$ cat src/hw/cst_regs.svh
// constants for the charge safety timer and temperature zone block
// assumes a 20 MHz pclk and 32-bit apb word registers
`ifndef CST_REGS_SVH
`define CST_REGS_SVH

// ==========================================================
// register offsets (byte addresses)
`define CST_OFF_CTRL       12'h000
`define CST_OFF_STATUS     12'h004
`define CST_OFF_FLAG       12'h008

// ==========================================================
// ctrl field positions
`define CST_B_CHG_EN       0
`define CST_B_TRK_EN       1
`define CST_B_PRE_EN       2
`define CST_B_FAST_EN      3
`define CST_B_HALF_EN      4
`define CST_B_PRE_SEL      5
`define CST_B_FAST_SEL     6
`define CST_B_BYPASS       8
`define CST_B_TMASK        9
`define CST_B_COOL_CUR     10
`define CST_B_WARM_VOLT    12
`define CST_B_COOL_THR     16
`define CST_B_WARM_THR     18
`define CST_CTRL_MASK      32'h000f_7fff
`define CST_CTRL_RST       32'h0000_0c9f

// ==========================================================
// flag bits: timer expiry per stage, zone change
`define CST_F_TRK          0
`define CST_F_PRE          1
`define CST_F_FAST         2
`define CST_F_ZONE         3

// ==========================================================
// timing, durations in seconds
`define CST_CLK_HZ         20000000
`define CST_TICK_S         1
`define CST_TICK_CYCLES    (`CST_TICK_S * `CST_CLK_HZ)
`define CST_EVENT_US       256
`define CST_EVENT_CYCLES   ((`CST_EVENT_US * (`CST_CLK_HZ / 1000)) / 1000)
`define CST_TRK_S          17'd3600
`define CST_PRE_LONG_S     17'd7200
`define CST_PRE_SHORT_S    17'd1800
`define CST_FAST_S0        17'd18000
`define CST_FAST_S1        17'd28800
`define CST_FAST_S2        17'd43200
`define CST_FAST_S3        17'd72000

`endif

$ cat src/hw/cst_pkg.sv
// types for the charge safety timer and temperature zone block
// assumes nothing beyond the constants header
package cst_pkg;

  // ==========================================================
  // charge stage, gray along idle-trickle-pre-fast
  typedef enum logic [1:0] {
    CST_IDLE    = 2'h0,
    CST_TRICKLE = 2'h1,
    CST_PRE     = 2'h3,
    CST_FAST    = 2'h2
  } cst_stage_t;

  // ==========================================================
  // temperature zone
  typedef enum logic [2:0] {
    CST_Z_NORMAL = 3'h0,
    CST_Z_COOL   = 3'h1,
    CST_Z_COLD   = 3'h3,
    CST_Z_WARM   = 3'h4,
    CST_Z_HOT    = 3'h6
  } cst_zone_t;

  // ==========================================================
  // analog regulation loop levels
  typedef struct packed {
    logic input_voltage_regulation;
    logic input_current_regulation;
    logic thermal_regulation;
  } cst_reg_loops_t;

  // termination sense levels
  typedef struct packed {
    logic term_enable;
    logic ibat_below_term;
    logic vbat_above_rechg;
    logic cv_loop_active;
  } cst_term_sense_t;

endpackage

$ cat src/hw/cst_timer.sv
// charge safety timers and temperature zone qualification, apb slave
// assumes synchronous comparator levels from the analog side, pclk 20 MHz
// Operation
// - fast timer expiry sets fast_timer_expired_fault and pulses event
// - trickle timer lasts a fixed one hour
// - precharge timer two hours by default, half hour when select set
// - fast timer duration chosen by a field, twelve hours by default
// - each timer stops when its own enable is zero
// - enabling a timer works in any state and restarts it from zero
// - a stage starting starts its own timer counting
// - regulation with half rate enabled halves the counting rate
// - dropping half rate enable waits until regulation ends
// - faults or supplement mode freeze the count and half rate state
// - trickle and precharge timers share suspend, reset, half rate
// - fast timer resets on restart, pre/fast change, duration change
// - precharge timer resets on restart, any neighbour change, select change
// - trickle timer resets on restart and trickle/pre change
// - charging runs only between the cold and hot limits
// - cool zone current is 20, 40, 100 percent or suspend
// - warm zone voltage is an offset code or suspend
// - termination unchanged across cool and warm zones
// - zones: suspend stops timer, 20/40 percent halves rate
// - bypass treats temperature as good and reports zero zone bits
// - zone change updates status, sets flag, pulses event unless masked
// - outer limits fixed, cool and warm boundaries selectable
// - events are active low 256 us pulses
// - trickle versus precharge decided by 2.2 V comparator
//
// Chosen here: the address map and register access over APB.
`timescale 1ns/1ps
`include "cst_regs.svh"

module cst_timer #(
  parameter int TICK_CYCLES  = `CST_TICK_CYCLES,
  parameter int EVENT_CYCLES = `CST_EVENT_CYCLES
) (
  // clock and reset
  input  wire logic                  pclk,
  input  wire logic                  presetn,
  // apb slave
  input  wire logic                  psel,
  input  wire logic                  penable,
  input  wire logic                  pwrite,
  input  wire logic [11:0]           paddr,
  input  wire logic [31:0]           pwdata,
  output logic      [31:0]           prdata,
  output logic                       pready,
  output logic                       pslverr,
  // charger side levels
  input  wire logic                  ce_n,
  input  wire logic                  recharge_start,
  input  wire logic                  vbat_below_short,
  input  wire logic                  vbat_below_lowv,
  input  wire logic                  charge_fault,
  input  wire logic                  supplement_mode,
  input  wire cst_pkg::cst_reg_loops_t  loops,
  input  wire cst_pkg::cst_term_sense_t term_sense,
  // temperature comparators: cold, cool, warm, hot
  input  wire logic [3:0]            temp_sense_input,
  // outputs to analog and host
  output logic [1:0]                 lower_mid_threshold_sel,
  output logic [1:0]                 upper_mid_threshold_sel,
  output logic                       charge_allowed,
  output logic [1:0]                 current_scale,
  output logic [2:0]                 voltage_offset,
  output logic                       termination,
  output cst_pkg::cst_stage_t        stage,
  output logic                       event_n
);

  // ==========================================================
  // registers and state
  logic [31:0]         ctrl_r;
  logic [3:0]          flag_r;
  logic [3:0]          ts_meta_r;
  logic [3:0]          ts_sync_r;
  cst_pkg::cst_zone_t  zone_r;
  cst_pkg::cst_zone_t  zone_nxt;
  cst_pkg::cst_stage_t stage_r;
  cst_pkg::cst_stage_t stage_nxt;
  logic [16:0]         cnt_r [3];
  logic [2:0]          fault_r;
  logic [2:0]          en_q_r;
  logic [2:0]          dur_q_r;
  logic                chg_on_q_r;
  logic                reg_half_r;
  logic                phase_r;
  logic [31:0]         pre_r;
  logic                tick;
  logic [31:0]         evt_cnt_r;

  // ==========================================================
  // control decode
  logic        chg_on;
  logic [2:0]  tmr_en;
  logic        half_en;
  logic        pre_sel;
  logic [1:0]  fast_sel;
  logic        bypass;
  logic        tmask;
  logic [1:0]  cool_cur;
  logic [2:0]  warm_volt;

  assign chg_on    = ctrl_r[`CST_B_CHG_EN] & ~ce_n;
  assign tmr_en    = ctrl_r[`CST_B_FAST_EN:`CST_B_TRK_EN];
  assign half_en   = ctrl_r[`CST_B_HALF_EN];
  assign pre_sel   = ctrl_r[`CST_B_PRE_SEL];
  assign fast_sel  = ctrl_r[`CST_B_FAST_SEL +: 2];
  assign bypass    = ctrl_r[`CST_B_BYPASS];
  assign tmask     = ctrl_r[`CST_B_TMASK];
  assign cool_cur  = ctrl_r[`CST_B_COOL_CUR +: 2];
  assign warm_volt = ctrl_r[`CST_B_WARM_VOLT +: 3];

  // duration of timer idx in seconds
  function automatic logic [16:0] limit_of(input int idx, input logic ps, input logic [1:0] fs);
    logic [16:0] v;
    v = `CST_TRK_S;
    if (idx == 1)
      v = ps ? `CST_PRE_SHORT_S : `CST_PRE_LONG_S;
    else if (idx == 2)
      case (fs)
        2'h0:    v = `CST_FAST_S0;
        2'h1:    v = `CST_FAST_S1;
        2'h2:    v = `CST_FAST_S2;
        default: v = `CST_FAST_S3;
      endcase
    return v;
  endfunction

  // ==========================================================
  // apb slave, one wait-free access phase
  logic wr_go;
  logic mapped;
  assign wr_go  = psel & penable & pready & pwrite;
  assign mapped = (paddr == `CST_OFF_CTRL) | (paddr == `CST_OFF_STATUS)
                | (paddr == `CST_OFF_FLAG);

  always_ff @(posedge pclk or negedge presetn)
  begin
    if (!presetn)
    begin
      pready  <= 1'b0;
      pslverr <= 1'b0;
      prdata  <= 32'h0000_0000;
    end
    else
    begin
      pready  <= psel & ~penable;
      pslverr <= psel & ~penable & ~mapped;
      prdata  <= 32'h0000_0000;
      if (psel && !penable && !pwrite)
        case (paddr)
          `CST_OFF_CTRL:   prdata <= ctrl_r;
          `CST_OFF_STATUS: prdata <= {16'h0000, 1'b0, fault_r, 1'b0, reg_half_r | phase_r,
                                      stage_r, 1'b0, bypass ? 3'h0 : zone_r, 2'b00, termination,
                                      charge_allowed};
          `CST_OFF_FLAG:   prdata <= {28'h000_0000, flag_r};
          default:         prdata <= 32'h0000_0000;
        endcase
    end
  end

  always_ff @(posedge pclk or negedge presetn)
  begin
    if (!presetn)
      ctrl_r <= `CST_CTRL_RST;
    else if (wr_go && paddr == `CST_OFF_CTRL)
      ctrl_r <= pwdata & `CST_CTRL_MASK;
  end

  // ==========================================================
  // temperature zone
  always_ff @(posedge pclk or negedge presetn)
  begin
    if (!presetn)
    begin
      ts_meta_r <= 4'h0;
      ts_sync_r <= 4'h0;
    end
    else
    begin
      ts_meta_r <= temp_sense_input;
      ts_sync_r <= ts_meta_r;
    end
  end

  always_comb
  begin
    if (ts_sync_r[0])
      zone_nxt = cst_pkg::CST_Z_COLD;
    else if (ts_sync_r[3])
      zone_nxt = cst_pkg::CST_Z_HOT;
    else if (ts_sync_r[1])
      zone_nxt = cst_pkg::CST_Z_COOL;
    else if (ts_sync_r[2])
      zone_nxt = cst_pkg::CST_Z_WARM;
    else
      zone_nxt = cst_pkg::CST_Z_NORMAL;
  end

  logic zone_chg;
  assign zone_chg = ~bypass & (zone_nxt != zone_r);

  always_ff @(posedge pclk or negedge presetn)
  begin
    if (!presetn)
      zone_r <= cst_pkg::CST_Z_NORMAL;
    else
      zone_r <= bypass ? cst_pkg::CST_Z_NORMAL : zone_nxt;
  end

  // bypass reads as normal zone so everything is allowed
  logic zone_susp;
  logic zone_scaled;
  always_comb
  begin
    zone_susp   = 1'b0;
    zone_scaled = 1'b0;
    case (zone_r)
      cst_pkg::CST_Z_COLD,
      cst_pkg::CST_Z_HOT:  zone_susp = 1'b1;
      cst_pkg::CST_Z_COOL:
      begin
        zone_susp   = (cool_cur == 2'h0);
        zone_scaled = (cool_cur == 2'h1) | (cool_cur == 2'h2);
      end
      cst_pkg::CST_Z_WARM: zone_susp = (warm_volt == 3'h0);
      default:             zone_susp = 1'b0;
    endcase
  end

  // ==========================================================
  // charge stage from battery comparators
  always_comb
  begin
    if (!chg_on)
      stage_nxt = cst_pkg::CST_IDLE;
    else if (vbat_below_short)
      stage_nxt = cst_pkg::CST_TRICKLE;
    else if (vbat_below_lowv)
      stage_nxt = cst_pkg::CST_PRE;
    else
      stage_nxt = cst_pkg::CST_FAST;
  end

  always_ff @(posedge pclk or negedge presetn)
  begin
    if (!presetn)
      stage_r <= cst_pkg::CST_IDLE;
    else
      stage_r <= stage_nxt;
  end

  // ==========================================================
  // reset events for the timers
  logic       restart;
  logic       tp_chg;
  logic       pf_chg;
  logic [2:0] dur_now;
  logic [2:0] tmr_rst;
  assign restart = (chg_on & ~chg_on_q_r) | recharge_start;
  assign tp_chg  = (stage_r == cst_pkg::CST_TRICKLE && stage_nxt == cst_pkg::CST_PRE)
                 | (stage_r == cst_pkg::CST_PRE && stage_nxt == cst_pkg::CST_TRICKLE);
  assign pf_chg  = (stage_r == cst_pkg::CST_PRE && stage_nxt == cst_pkg::CST_FAST)
                 | (stage_r == cst_pkg::CST_FAST && stage_nxt == cst_pkg::CST_PRE);
  assign dur_now = {fast_sel, pre_sel};
  assign tmr_rst[0] = restart | (tmr_en[0] & ~en_q_r[0]) | tp_chg;
  assign tmr_rst[1] = restart | (tmr_en[1] & ~en_q_r[1]) | tp_chg | pf_chg
                    | (dur_q_r[0] != dur_now[0]);
  assign tmr_rst[2] = restart | (tmr_en[2] & ~en_q_r[2]) | pf_chg
                    | (dur_q_r[2:1] != dur_now[2:1]);

  always_ff @(posedge pclk or negedge presetn)
  begin
    if (!presetn)
    begin
      en_q_r     <= 3'h0;
      dur_q_r    <= 3'h0;
      chg_on_q_r <= 1'b0;
    end
    else
    begin
      en_q_r     <= tmr_en;
      dur_q_r    <= dur_now;
      chg_on_q_r <= chg_on;
    end
  end

  // ==========================================================
  // time base and half rate
  logic susp;
  logic reg_any;
  logic half;
  logic acc_tick;
  assign susp     = charge_fault | supplement_mode | zone_susp;
  assign reg_any  = |loops;
  assign half     = reg_half_r | zone_scaled;
  assign acc_tick = tick & ~susp & (~half | phase_r);

  always_ff @(posedge pclk or negedge presetn)
  begin
    if (!presetn)
      pre_r <= 32'h0000_0000;
    else if (pre_r >= 32'(TICK_CYCLES - 1))
      pre_r <= 32'h0000_0000;
    else
      pre_r <= pre_r + 32'h0000_0001;
  end
  assign tick = (pre_r >= 32'(TICK_CYCLES - 1));

  // half rate latches until regulation ends, frozen while suspended
  always_ff @(posedge pclk or negedge presetn)
  begin
    if (!presetn)
      reg_half_r <= 1'b0;
    else if (!susp)
      reg_half_r <= reg_any & (half_en | reg_half_r);
  end

  always_ff @(posedge pclk or negedge presetn)
  begin
    if (!presetn)
      phase_r <= 1'b0;
    else if (!half)
      phase_r <= 1'b0;
    else if (tick && !susp)
      phase_r <= ~phase_r;
  end

  // ==========================================================
  // the three stage timers: 0 trickle, 1 pre, 2 fast
  logic [2:0] run;
  logic [2:0] expire;
  always_comb
  begin
    for (int i = 0; i < 3; i++)
    begin
      run[i]    = tmr_en[i] & ~(|fault_r)
                & (stage_r == (i == 0 ? cst_pkg::CST_TRICKLE :
                               i == 1 ? cst_pkg::CST_PRE : cst_pkg::CST_FAST));
      expire[i] = run[i] & acc_tick & ~tmr_rst[i]
                & (cnt_r[i] == limit_of(i, pre_sel, fast_sel) - 17'd1);
    end
  end

  always_ff @(posedge pclk or negedge presetn)
  begin
    if (!presetn)
    begin
      for (int i = 0; i < 3; i++)
        cnt_r[i] <= 17'h0_0000;
    end
    else
    begin
      for (int i = 0; i < 3; i++)
        if (tmr_rst[i])
          cnt_r[i] <= 17'h0_0000;
        else if (run[i] && acc_tick)
          cnt_r[i] <= cnt_r[i] + 17'h0_0001;
    end
  end

  // expiry faults hold until a new cycle; restart wins, masking a same-cycle expiry
  always_ff @(posedge pclk or negedge presetn)
  begin
    if (!presetn)
      fault_r <= 3'h0;
    else
      fault_r <= expire | (fault_r & ~{3{restart}});
  end

  // ==========================================================
  // flags, write one to clear, set wins
  logic       flag_clr;
  logic [3:0] flag_set;
  assign flag_clr = wr_go & (paddr == `CST_OFF_FLAG);
  assign flag_set = {zone_chg, expire};

  always_ff @(posedge pclk or negedge presetn)
  begin
    if (!presetn)
      flag_r <= 4'h0;
    else
      flag_r <= flag_set | (flag_r & ~(flag_clr ? pwdata[3:0] : 4'h0));
  end

  // ==========================================================
  // host event pulse, retriggers on a fresh event
  logic evt_req;
  assign evt_req = (|expire) | (zone_chg & ~tmask);

  always_ff @(posedge pclk or negedge presetn)
  begin
    if (!presetn)
    begin
      evt_cnt_r <= 32'h0000_0000;
      event_n   <= 1'b1;
    end
    else if (evt_req)
    begin
      evt_cnt_r <= 32'(EVENT_CYCLES - 1);
      event_n   <= 1'b0;
    end
    else if (evt_cnt_r != 32'h0000_0000)
      evt_cnt_r <= evt_cnt_r - 32'h0000_0001;
    else
      event_n   <= 1'b1;
  end

  // ==========================================================
  // outputs to the analog side
  always_ff @(posedge pclk or negedge presetn)
  begin
    if (!presetn)
    begin
      lower_mid_threshold_sel <= 2'h0;
      upper_mid_threshold_sel <= 2'h0;
      charge_allowed          <= 1'b0;
      current_scale           <= 2'h3;
      voltage_offset          <= 3'h0;
      termination             <= 1'b0;
      stage                   <= cst_pkg::CST_IDLE;
    end
    else
    begin
      lower_mid_threshold_sel <= ctrl_r[`CST_B_COOL_THR +: 2];
      upper_mid_threshold_sel <= ctrl_r[`CST_B_WARM_THR +: 2];
      charge_allowed          <= chg_on & ~susp & ~(|fault_r);
      current_scale           <= (zone_r == cst_pkg::CST_Z_COOL) ? cool_cur : 2'h3;
      voltage_offset          <= (zone_r == cst_pkg::CST_Z_WARM) ? warm_volt : 3'h0;
      // zone does not enter the termination test
      termination             <= chg_on & (&term_sense) & ~reg_any;
      stage                   <= stage_r;
    end
  end

  // ==========================================================
  // checks
  property p_fast_expiry;
    @(posedge pclk) disable iff (!presetn)
    expire[2] |=> fault_r[2] && !event_n;
  endproperty
  a_fast_expiry: assert property (p_fast_expiry) else $error("fast expiry not reported");

  property p_enable_restart;
    @(posedge pclk) disable iff (!presetn)
    $rose(tmr_en[0]) |=> cnt_r[0] == 17'h0_0000;
  endproperty
  a_enable_restart: assert property (p_enable_restart) else $error("timer not restarted");

  property p_disabled_hold;
    @(posedge pclk) disable iff (!presetn)
    !tmr_en[2] && !tmr_rst[2] |=> $stable(cnt_r[2]);
  endproperty
  a_disabled_hold: assert property (p_disabled_hold) else $error("disabled timer moved");

  property p_suspend_hold;
    @(posedge pclk) disable iff (!presetn)
    susp && !(|tmr_rst) |=> $stable(cnt_r[0]) && $stable(cnt_r[1]) && $stable(cnt_r[2])
                            && $stable(reg_half_r);
  endproperty
  a_suspend_hold: assert property (p_suspend_hold) else $error("count moved in suspend");

  property p_half_sticky;
    @(posedge pclk) disable iff (!presetn)
    reg_half_r && reg_any && !susp |=> reg_half_r;
  endproperty
  a_half_sticky: assert property (p_half_sticky) else $error("half rate dropped early");

  property p_dur_reset;
    @(posedge pclk) disable iff (!presetn)
    dur_q_r[2:1] != dur_now[2:1] |=> cnt_r[2] == 17'h0_0000;
  endproperty
  a_dur_reset: assert property (p_dur_reset) else $error("fast timer kept count");

  property p_bypass_zero;
    @(posedge pclk) disable iff (!presetn)
    bypass ##1 bypass |-> zone_r == cst_pkg::CST_Z_NORMAL && !zone_chg;
  endproperty
  a_bypass_zero: assert property (p_bypass_zero) else $error("zone shown in bypass");

  property p_event_width;
    @(posedge pclk) disable iff (!presetn)
    $fell(event_n) |-> !event_n [*8];
  endproperty
  a_event_width: assert property (p_event_width) else $error("event pulse too short");

  property p_zone_flag;
    @(posedge pclk) disable iff (!presetn)
    zone_chg |=> flag_r[`CST_F_ZONE];
  endproperty
  a_zone_flag: assert property (p_zone_flag) else $error("zone flag not set");

  property p_outer_stop;
    @(posedge pclk) disable iff (!presetn)
    zone_r == cst_pkg::CST_Z_HOT |=> !charge_allowed;
  endproperty
  a_outer_stop: assert property (p_outer_stop) else $error("charging outside limits");

endmodule

$ cat config.mk
export PLATFORM = sky130hd
export DESIGN_NAME = cst_timer
export DESIGN_NICKNAME = d
export VERILOG_FILES = /design/src/hw/cst_pkg.sv /design/src/hw/cst_timer.sv
export VERILOG_INCLUDE_DIRS = /design/src /design/src/hw
export SDC_FILE = /design/constraint.sdc
export NUM_CORES = 1
export LEC_CHECK = 0
export BUFFER_PORTS_ARGS = -buffer_cell sky130_fd_sc_hd__buf_2
export CAP_MARGIN = 20
export CORE_MARGIN = 5
export CORE_UTILIZATION = 47
export DETAILED_ROUTE_END_ITERATION = 7
export PLACE_DENSITY = 0.66
export SLEW_MARGIN = 20
export SYNTH_ARGS = -nofsm -noshare
export SYNTH_HDL_FRONTEND = slang
export SYNTH_SLANG_ARGS = --single-unit
$ cat constraint.sdc
create_clock -name pclk -period 3.85 [get_ports pclk]
set_clock_uncertainty 0.15 [all_clocks]
set_input_delay 0.385 -clock pclk [delete_from_list [all_inputs] [get_ports pclk]]
set_output_delay 0.385 -clock pclk [all_outputs]
set_load 0.02 [all_outputs]
# == Word level (Yosys, flattened, before mapping) ==
# Cells that the tools add are included.
# classes
bitwise_logic,80
div_mod_pow,0
muxes,31
n_eq_ne,24
mul,0
reduce_logical,28
n_lt_le_gt_ge,1
add_sub_neg,7
shifts,0
# ops
cell,n
$mux W32,4
$mux W17,6
$pmux W20 S3,1
$add A17 B1 Y17 const B,3
$pmux W17 S3,1
$and A1 B1 Y1,35
$eq A17 B17 Y1,2
$add A32 B1 Y32 const B,1
$ge A32 B25 Y1 const B,1
$reduce_bool A32 Y1,1
$sub A32 B1 Y32 const B,1
$or A1 B1 Y1,22
$mux W3,7
$eq A17 B12 Y1 const B,1
$not A1 Y1,17
$sub A17 B1 Y17 const B,1
$sub A13 B1 Y14 const B,1
$mux W13,1
$eq A12 B3 Y1 const B,1
$eq A12 B4 Y1 const B,1
$eq A2 B2 Y1 const B,6
$logic_not A12 Y1,1
$logic_and A1 B1 Y1,11
$reduce_or A3 Y1,3
other kinds (25),42
# word_totals
romBits,0
mem_count,0
latchBits,0
ramBits,0
reg_bits,211
word_cells,199
out_inout_bits,48

# == Depth between registers and ports, before layout ==
# logic_depth
ltp_word,15
mapped_depth,10
mapped_depth_nobuf,8

# == Least setup slack after synthesis ==
# No wires, ideal clock.
# synth_path
path_type,reg-to-reg
startpoint,register fault_r[1]
endpoint,register evt_cnt_r[10]
slack_ns,1.018
arrival_time_ns,2.546
setup_ns,0.136
path_stages_with_launch,10
required_ns,3.564
path_cell_list,dfrtp_1 -> or4b_1 -> buf_2 -> or3_1 -> clkbuf_2 -> or3_1 -> nor4_1 -> o21a_1 -> buf_4 -> nor3_1
# synth_between
elab_chain_len,10
elab_cells_between_ends,21
cone_classes,mux (1); bitwise (17); reduce/logical (3)
# synth_lines
item,line,source
start: declaration,cst_timer.sv:82,logic [2:0] fault_r;
start signal: assignment,cst_timer.sv:369,fault_r <= expire | (fault_r & ~{3{restart}});
$reduce_or A3 Y1 (*),cst_timer.sv:338,run[i] = tmr_en[i] & ~(|fault_r)
$not A1 Y1 (*),cst_timer.sv:338,
$and A1 B1 Y1,cst_timer.sv:338,
$and A1 B1 Y1,cst_timer.sv:339,& (stage_r == (i == 0 ? cst_pkg::CST_TRICKLE :
$and A1 B1 Y1 (2 in a row),cst_timer.sv:341,expire[i] = run[i] & acc_tick & ~tmr_rst[i]
$and A1 B1 Y1,cst_timer.sv:342,"& (cnt_r[i] == limit_of(i, pre_sel, fast_sel) - 17'd1);"
$reduce_or A3 Y1 (*),cst_timer.sv:390,assign evt_req = (|expire) | (zone_chg & ~tmask);
$or A1 B1 Y1 (*),cst_timer.sv:390,
$mux W32 or $reduce_bool A2 Y1 (tied branches),--,
end signal: assignment,cst_timer.sv:401,evt_cnt_r <= 32'(EVENT_CYCLES - 1);
end signal: assignment,cst_timer.sv:405,evt_cnt_r <= evt_cnt_r - 32'h0000_0001;
end: declaration,cst_timer.sv:90,logic [31:0] evt_cnt_r;
# Every way passes the cells marked *; elsewhere a longest branch is shown, timed or not.
# A chain may end at the register's enable or synchronous reset.

# == Worst setup path in the final report ==
# layout_path
startpoint,register fault_r[1]
endpoint,register evt_cnt_r[7]
# Same word-level chain as after synthesis.

==> impl_metrics.json <==
{
  "std_cell_rows": 52,
  "p_leak_nw": 4.76,
  "critPathSlowestCell": "or4b_1",
  "crit_chain": "or4b_1 > or3_1 > or3_1 > nor4_1 > o21ai_1 > nand3_1",
  "grt_pass1_vias": 7153,
  "ys.flop_type": "dfrtp_1",
  "worstPathArrival_ns": 3.46,
  "post-cts-setup-buffer-count": 0,
  "timing.final.crit_share": 0.845,
  "clk_latency_ns": 0.43,
  "routed_wirelength_mm": 21.3,
  "h-tree-depth": 4,
  "die_h_microns": 153,
  "num_vias": 7326,
  "synth_compound_area_frac": 0.104,
  "path_max_fanout": 11,
  "yosys.area_share.simple": 0.225,
  "clk_pin_slew_ns": 0.08,
  "grt_max_degree": 109,
  "io_buffers": 87,
  "drive_above_1_share": 0.174,
  "holdPathEnd": "ctrl_r[7]",
  "fin_nets": 1135,
  "setup_viol": 0,
  "ys_seq_area_frac": 0.517,
  "timing.rr.start": "fault_r[1]",
  "antenna_found_initial": 0,
  "worst_r2r_path_depth": 6,
  "ir_drop_mv": 0.228,
  "startpoint_type": "register",
  "antennaDiodeCount": 0,
  "firstDrtPassIters": 5,
  "worst-setup-path-type": "reg -> reg",
  "min_from": "pwdata[7]",
  "gp_congestion": 0.808,
  "hold_violations": 0,
  "drv_slew": 0,
  "syn2layout_area_growth_pct": 15.2,
  "drv_cap": 0,
  "setup_tns_ns": 0,
  "r2r-end": "evt_cnt_r[7]",
  "dpl.hpwl_mm": 14.6,
  "crit_path_end_kind": "register",
  "path_buf_inv": 0,
  "pin_count": 114,
  "layout_min_cycle_time_ns": 3.25,
  "wl_per_cell_microns": 15.9,
  "cp_common_cell": "or3_1",
  "die_w_microns": 153,
  "avgSynthCellArea_sq_um": 10.1,
  "final.setup.worst_slack_ns": 0.596,
  "clock.fmax_mhz": 307,
  "grt.total_usage": 0.186,
  "ctsRootBufferMaster": "clkbuf_16",
  "postSynth.asyncResetShare": 1.00,
  "grt-ovfl-total": 0,
  "final_util": 0.549,
  "synth.top_cells.by_area": "dfrtp_1 49%, xnor2_1 4.6%, nor2_1 4.0%",
  "fillerInstances": 1779,
  "synth_top_area_frac": 0.487,
  "synthDistinctLibCells": 67,
  "rsz0062_at_grt": "no",
  "drt-initial-drc-count": 506,
  "synthTopCellsByCount": "187 x dfrtp_1, 102 x nor2_1, 53 x nand2_1",
  "crit_family": "simple AND/OR/NAND/NOR gates",
  "ant_nets": 0,
  "die_area_sq_mm": 0.0234,
  "syn-cell-area_sq_mm": 0.00961,
  "start_util": 0.476,
  "cts_buffer_depth": 2,
  "status": "finished, final reports clean",
  "route.detailed.drc": 0,
  "synth_xor_area_frac": 0.0720,
  "r2r_slack_ns": 0.60,
  "cts_tree": "yes",
  "yosys_register_bits": 198,
  "synth_edf_count": 0,
  "muxShareOfSynthArea": 0.0240,
  "cp.required_ns": 4.05,
  "coreArea_sq_mm": 0.0202,
  "place_ws_ns": 0.631,
  "vias_per_cell": 5.48,
  "yosysMostFrequentCell": "dfrtp_1",
  "grt_pass1_wl_mm": 36.4,
  "yosys.area.top_type": "dfrtp_1",
  "cts.sink_count": 198,
  "synth_cells": 953,
  "numCtsBuffers": 17,
  "power.total_w": 0.00410,
  "critPathMaxStageDelay_ns": 0.69,
  "p_per_area_mw_per_mm2": 371,
  "synth-adder-area-share": 0.0182,
  "synth_top_family_by_area": "simple AND/OR/NAND/NOR gates",
  "yosysWarnings": 0,
  "hp-class": "in -> reg",
  "tightestPinTransition_ns": 0.866,
  "holdPathStages": 3,
  "relSlewSlack": 0.423
}
[cells by family after synthesis]
logic type,Yosys count
AOI/OAI and AO/OA,148
xor gates and xnor gates,79
adders and majority gates,14
buffers and inverters,84
DFF,198
muxes,21
other,1
and+or+nand+nor,408
[per-stage QoR]
stage               instance area (sq um)  cells  hold slack [ns]
finish                              11100   1338           0.0277
global route                        11100   1338           0.0101
CTS                                 11100   1338           0.0101
detailed placement                  10400   1299            0.185
global placement                    10400   1298            0.185
floorplan                            9680    972          -0.0606
[where the power goes]
part / leakage (nW) / internal, W / switching [W] / total, W
Sequential: 2.61 / 0.00209 / 0.00000874 / 0.00210
Combinational: 1.86 / 0.0000525 / 0.000128 / 0.000180
Clock: 0.300 / 0.000894 / 0.000929 / 0.00182
Total: 4.76 / 0.00304 / 0.00107 / 0.00410
[flip-flops by register name, indices dropped and copies added, names as in the netlist, 2 cells and up]
signal / flops
stage_r: 2
flag_r: 4
en_q_r: 3
ts_meta_r: 4
fault_r: 3
current_scale: 2
zone_r: 3
evt_cnt_r: 32
ctrl_r: 19
ts_sync_r: 4
cnt_r: 51
voltage_offset: 3
lower_mid_threshold_sel: 2
dur_q_r: 3
stage: 2
pre_r: 32
prdata: 19
upper_mid_threshold_sel: 2
[worst reg2reg max path: cells and delay by family (launching register included)]
kind / cells / cell delay [ns]
AO/OA/AOI/OAI: 1 / 0.40
flip-flops: 1 / 0.42
AND/OR/NAND/NOR: 5 / 2.21
[layer usage]
metal  vias up  global-route usage  routed length, microns
met5         -                   0                       0
met4         0              0.0573                     359
met3        24              0.0325                     738
met2       148               0.299                   10000
met1      3556               0.260                   10200
li1       3598                   -                       -
[how the worst max path moves through the flow]
stage | cells past startpoint | slack (ns) | endpoint | startpoint
global route | 6 | 0.44 | evt_cnt_r[12] | fault_r[1]
detailed placement | 7 | 0.63 | evt_cnt_r[20] | fault_r[1]
CTS | 7 | 0.64 | evt_cnt_r[15] | fault_r[1]
finish | 6 | 0.60 | evt_cnt_r[7] | fault_r[1]
global placement | 7 | 0.69 | evt_cnt_r[10] | fault_r[1]
floorplan | 9 | 1.02 | evt_cnt_r[10] | fault_r[1]
[layout make-up]
| class | count | area (sq um) | area share |
|---|---|---|---|
| Timing Repair Buffer | 119 | 699 | 0.0632 |
| Multi-Input combinational cell | 690 | 4330 | 0.391 |
| Sequential cell | 198 | 4970 | 0.449 |
| Inverter | 29 | 109 | 0.00983 |
| Clock inverter | 15 | 201 | 0.0182 |
| Clock buffer | 17 | 425 | 0.0384 |
| Tap cell | 270 | 338 | 0.0305 |
[repair_timing]
item | CTS | global route
hold endpoints to repair | 104 | 0
resized for setup | 0 | 0
hold buffers | 7 | 0
[cells in the final DEF (no fill, tap or decap), types with 8 or more instances in the layout]
| cell type | count |
|---|---|
| o21ai_0 | 15 |
| mux2_2 | 16 |
| nand2_1 | 53 |
| dfstp_2 | 11 |
| nor2_1 | 102 |
| clkbuf_16 | 17 |
| a21oi_1 | 50 |
| conb_1 | 20 |
| xnor2_1 | 51 |
| a22oi_1 | 8 |
| nand4_1 | 23 |
| buf_2 | 87 |
| ha_1 | 14 |
| o31ai_1 | 20 |
| a211oi_1 | 11 |
| clkinv_8 | 8 |
| xor2_1 | 28 |
| buf_4 | 24 |
| nor4_1 | 18 |
| dfrtp_1 | 187 |
| and4_1 | 8 |
| or3_1 | 17 |
| nor3_1 | 48 |
| and3_1 | 20 |
| nand3_1 | 41 |
| or4_1 | 31 |
| inv_1 | 29 |
(Power assumes the default switching activity.)
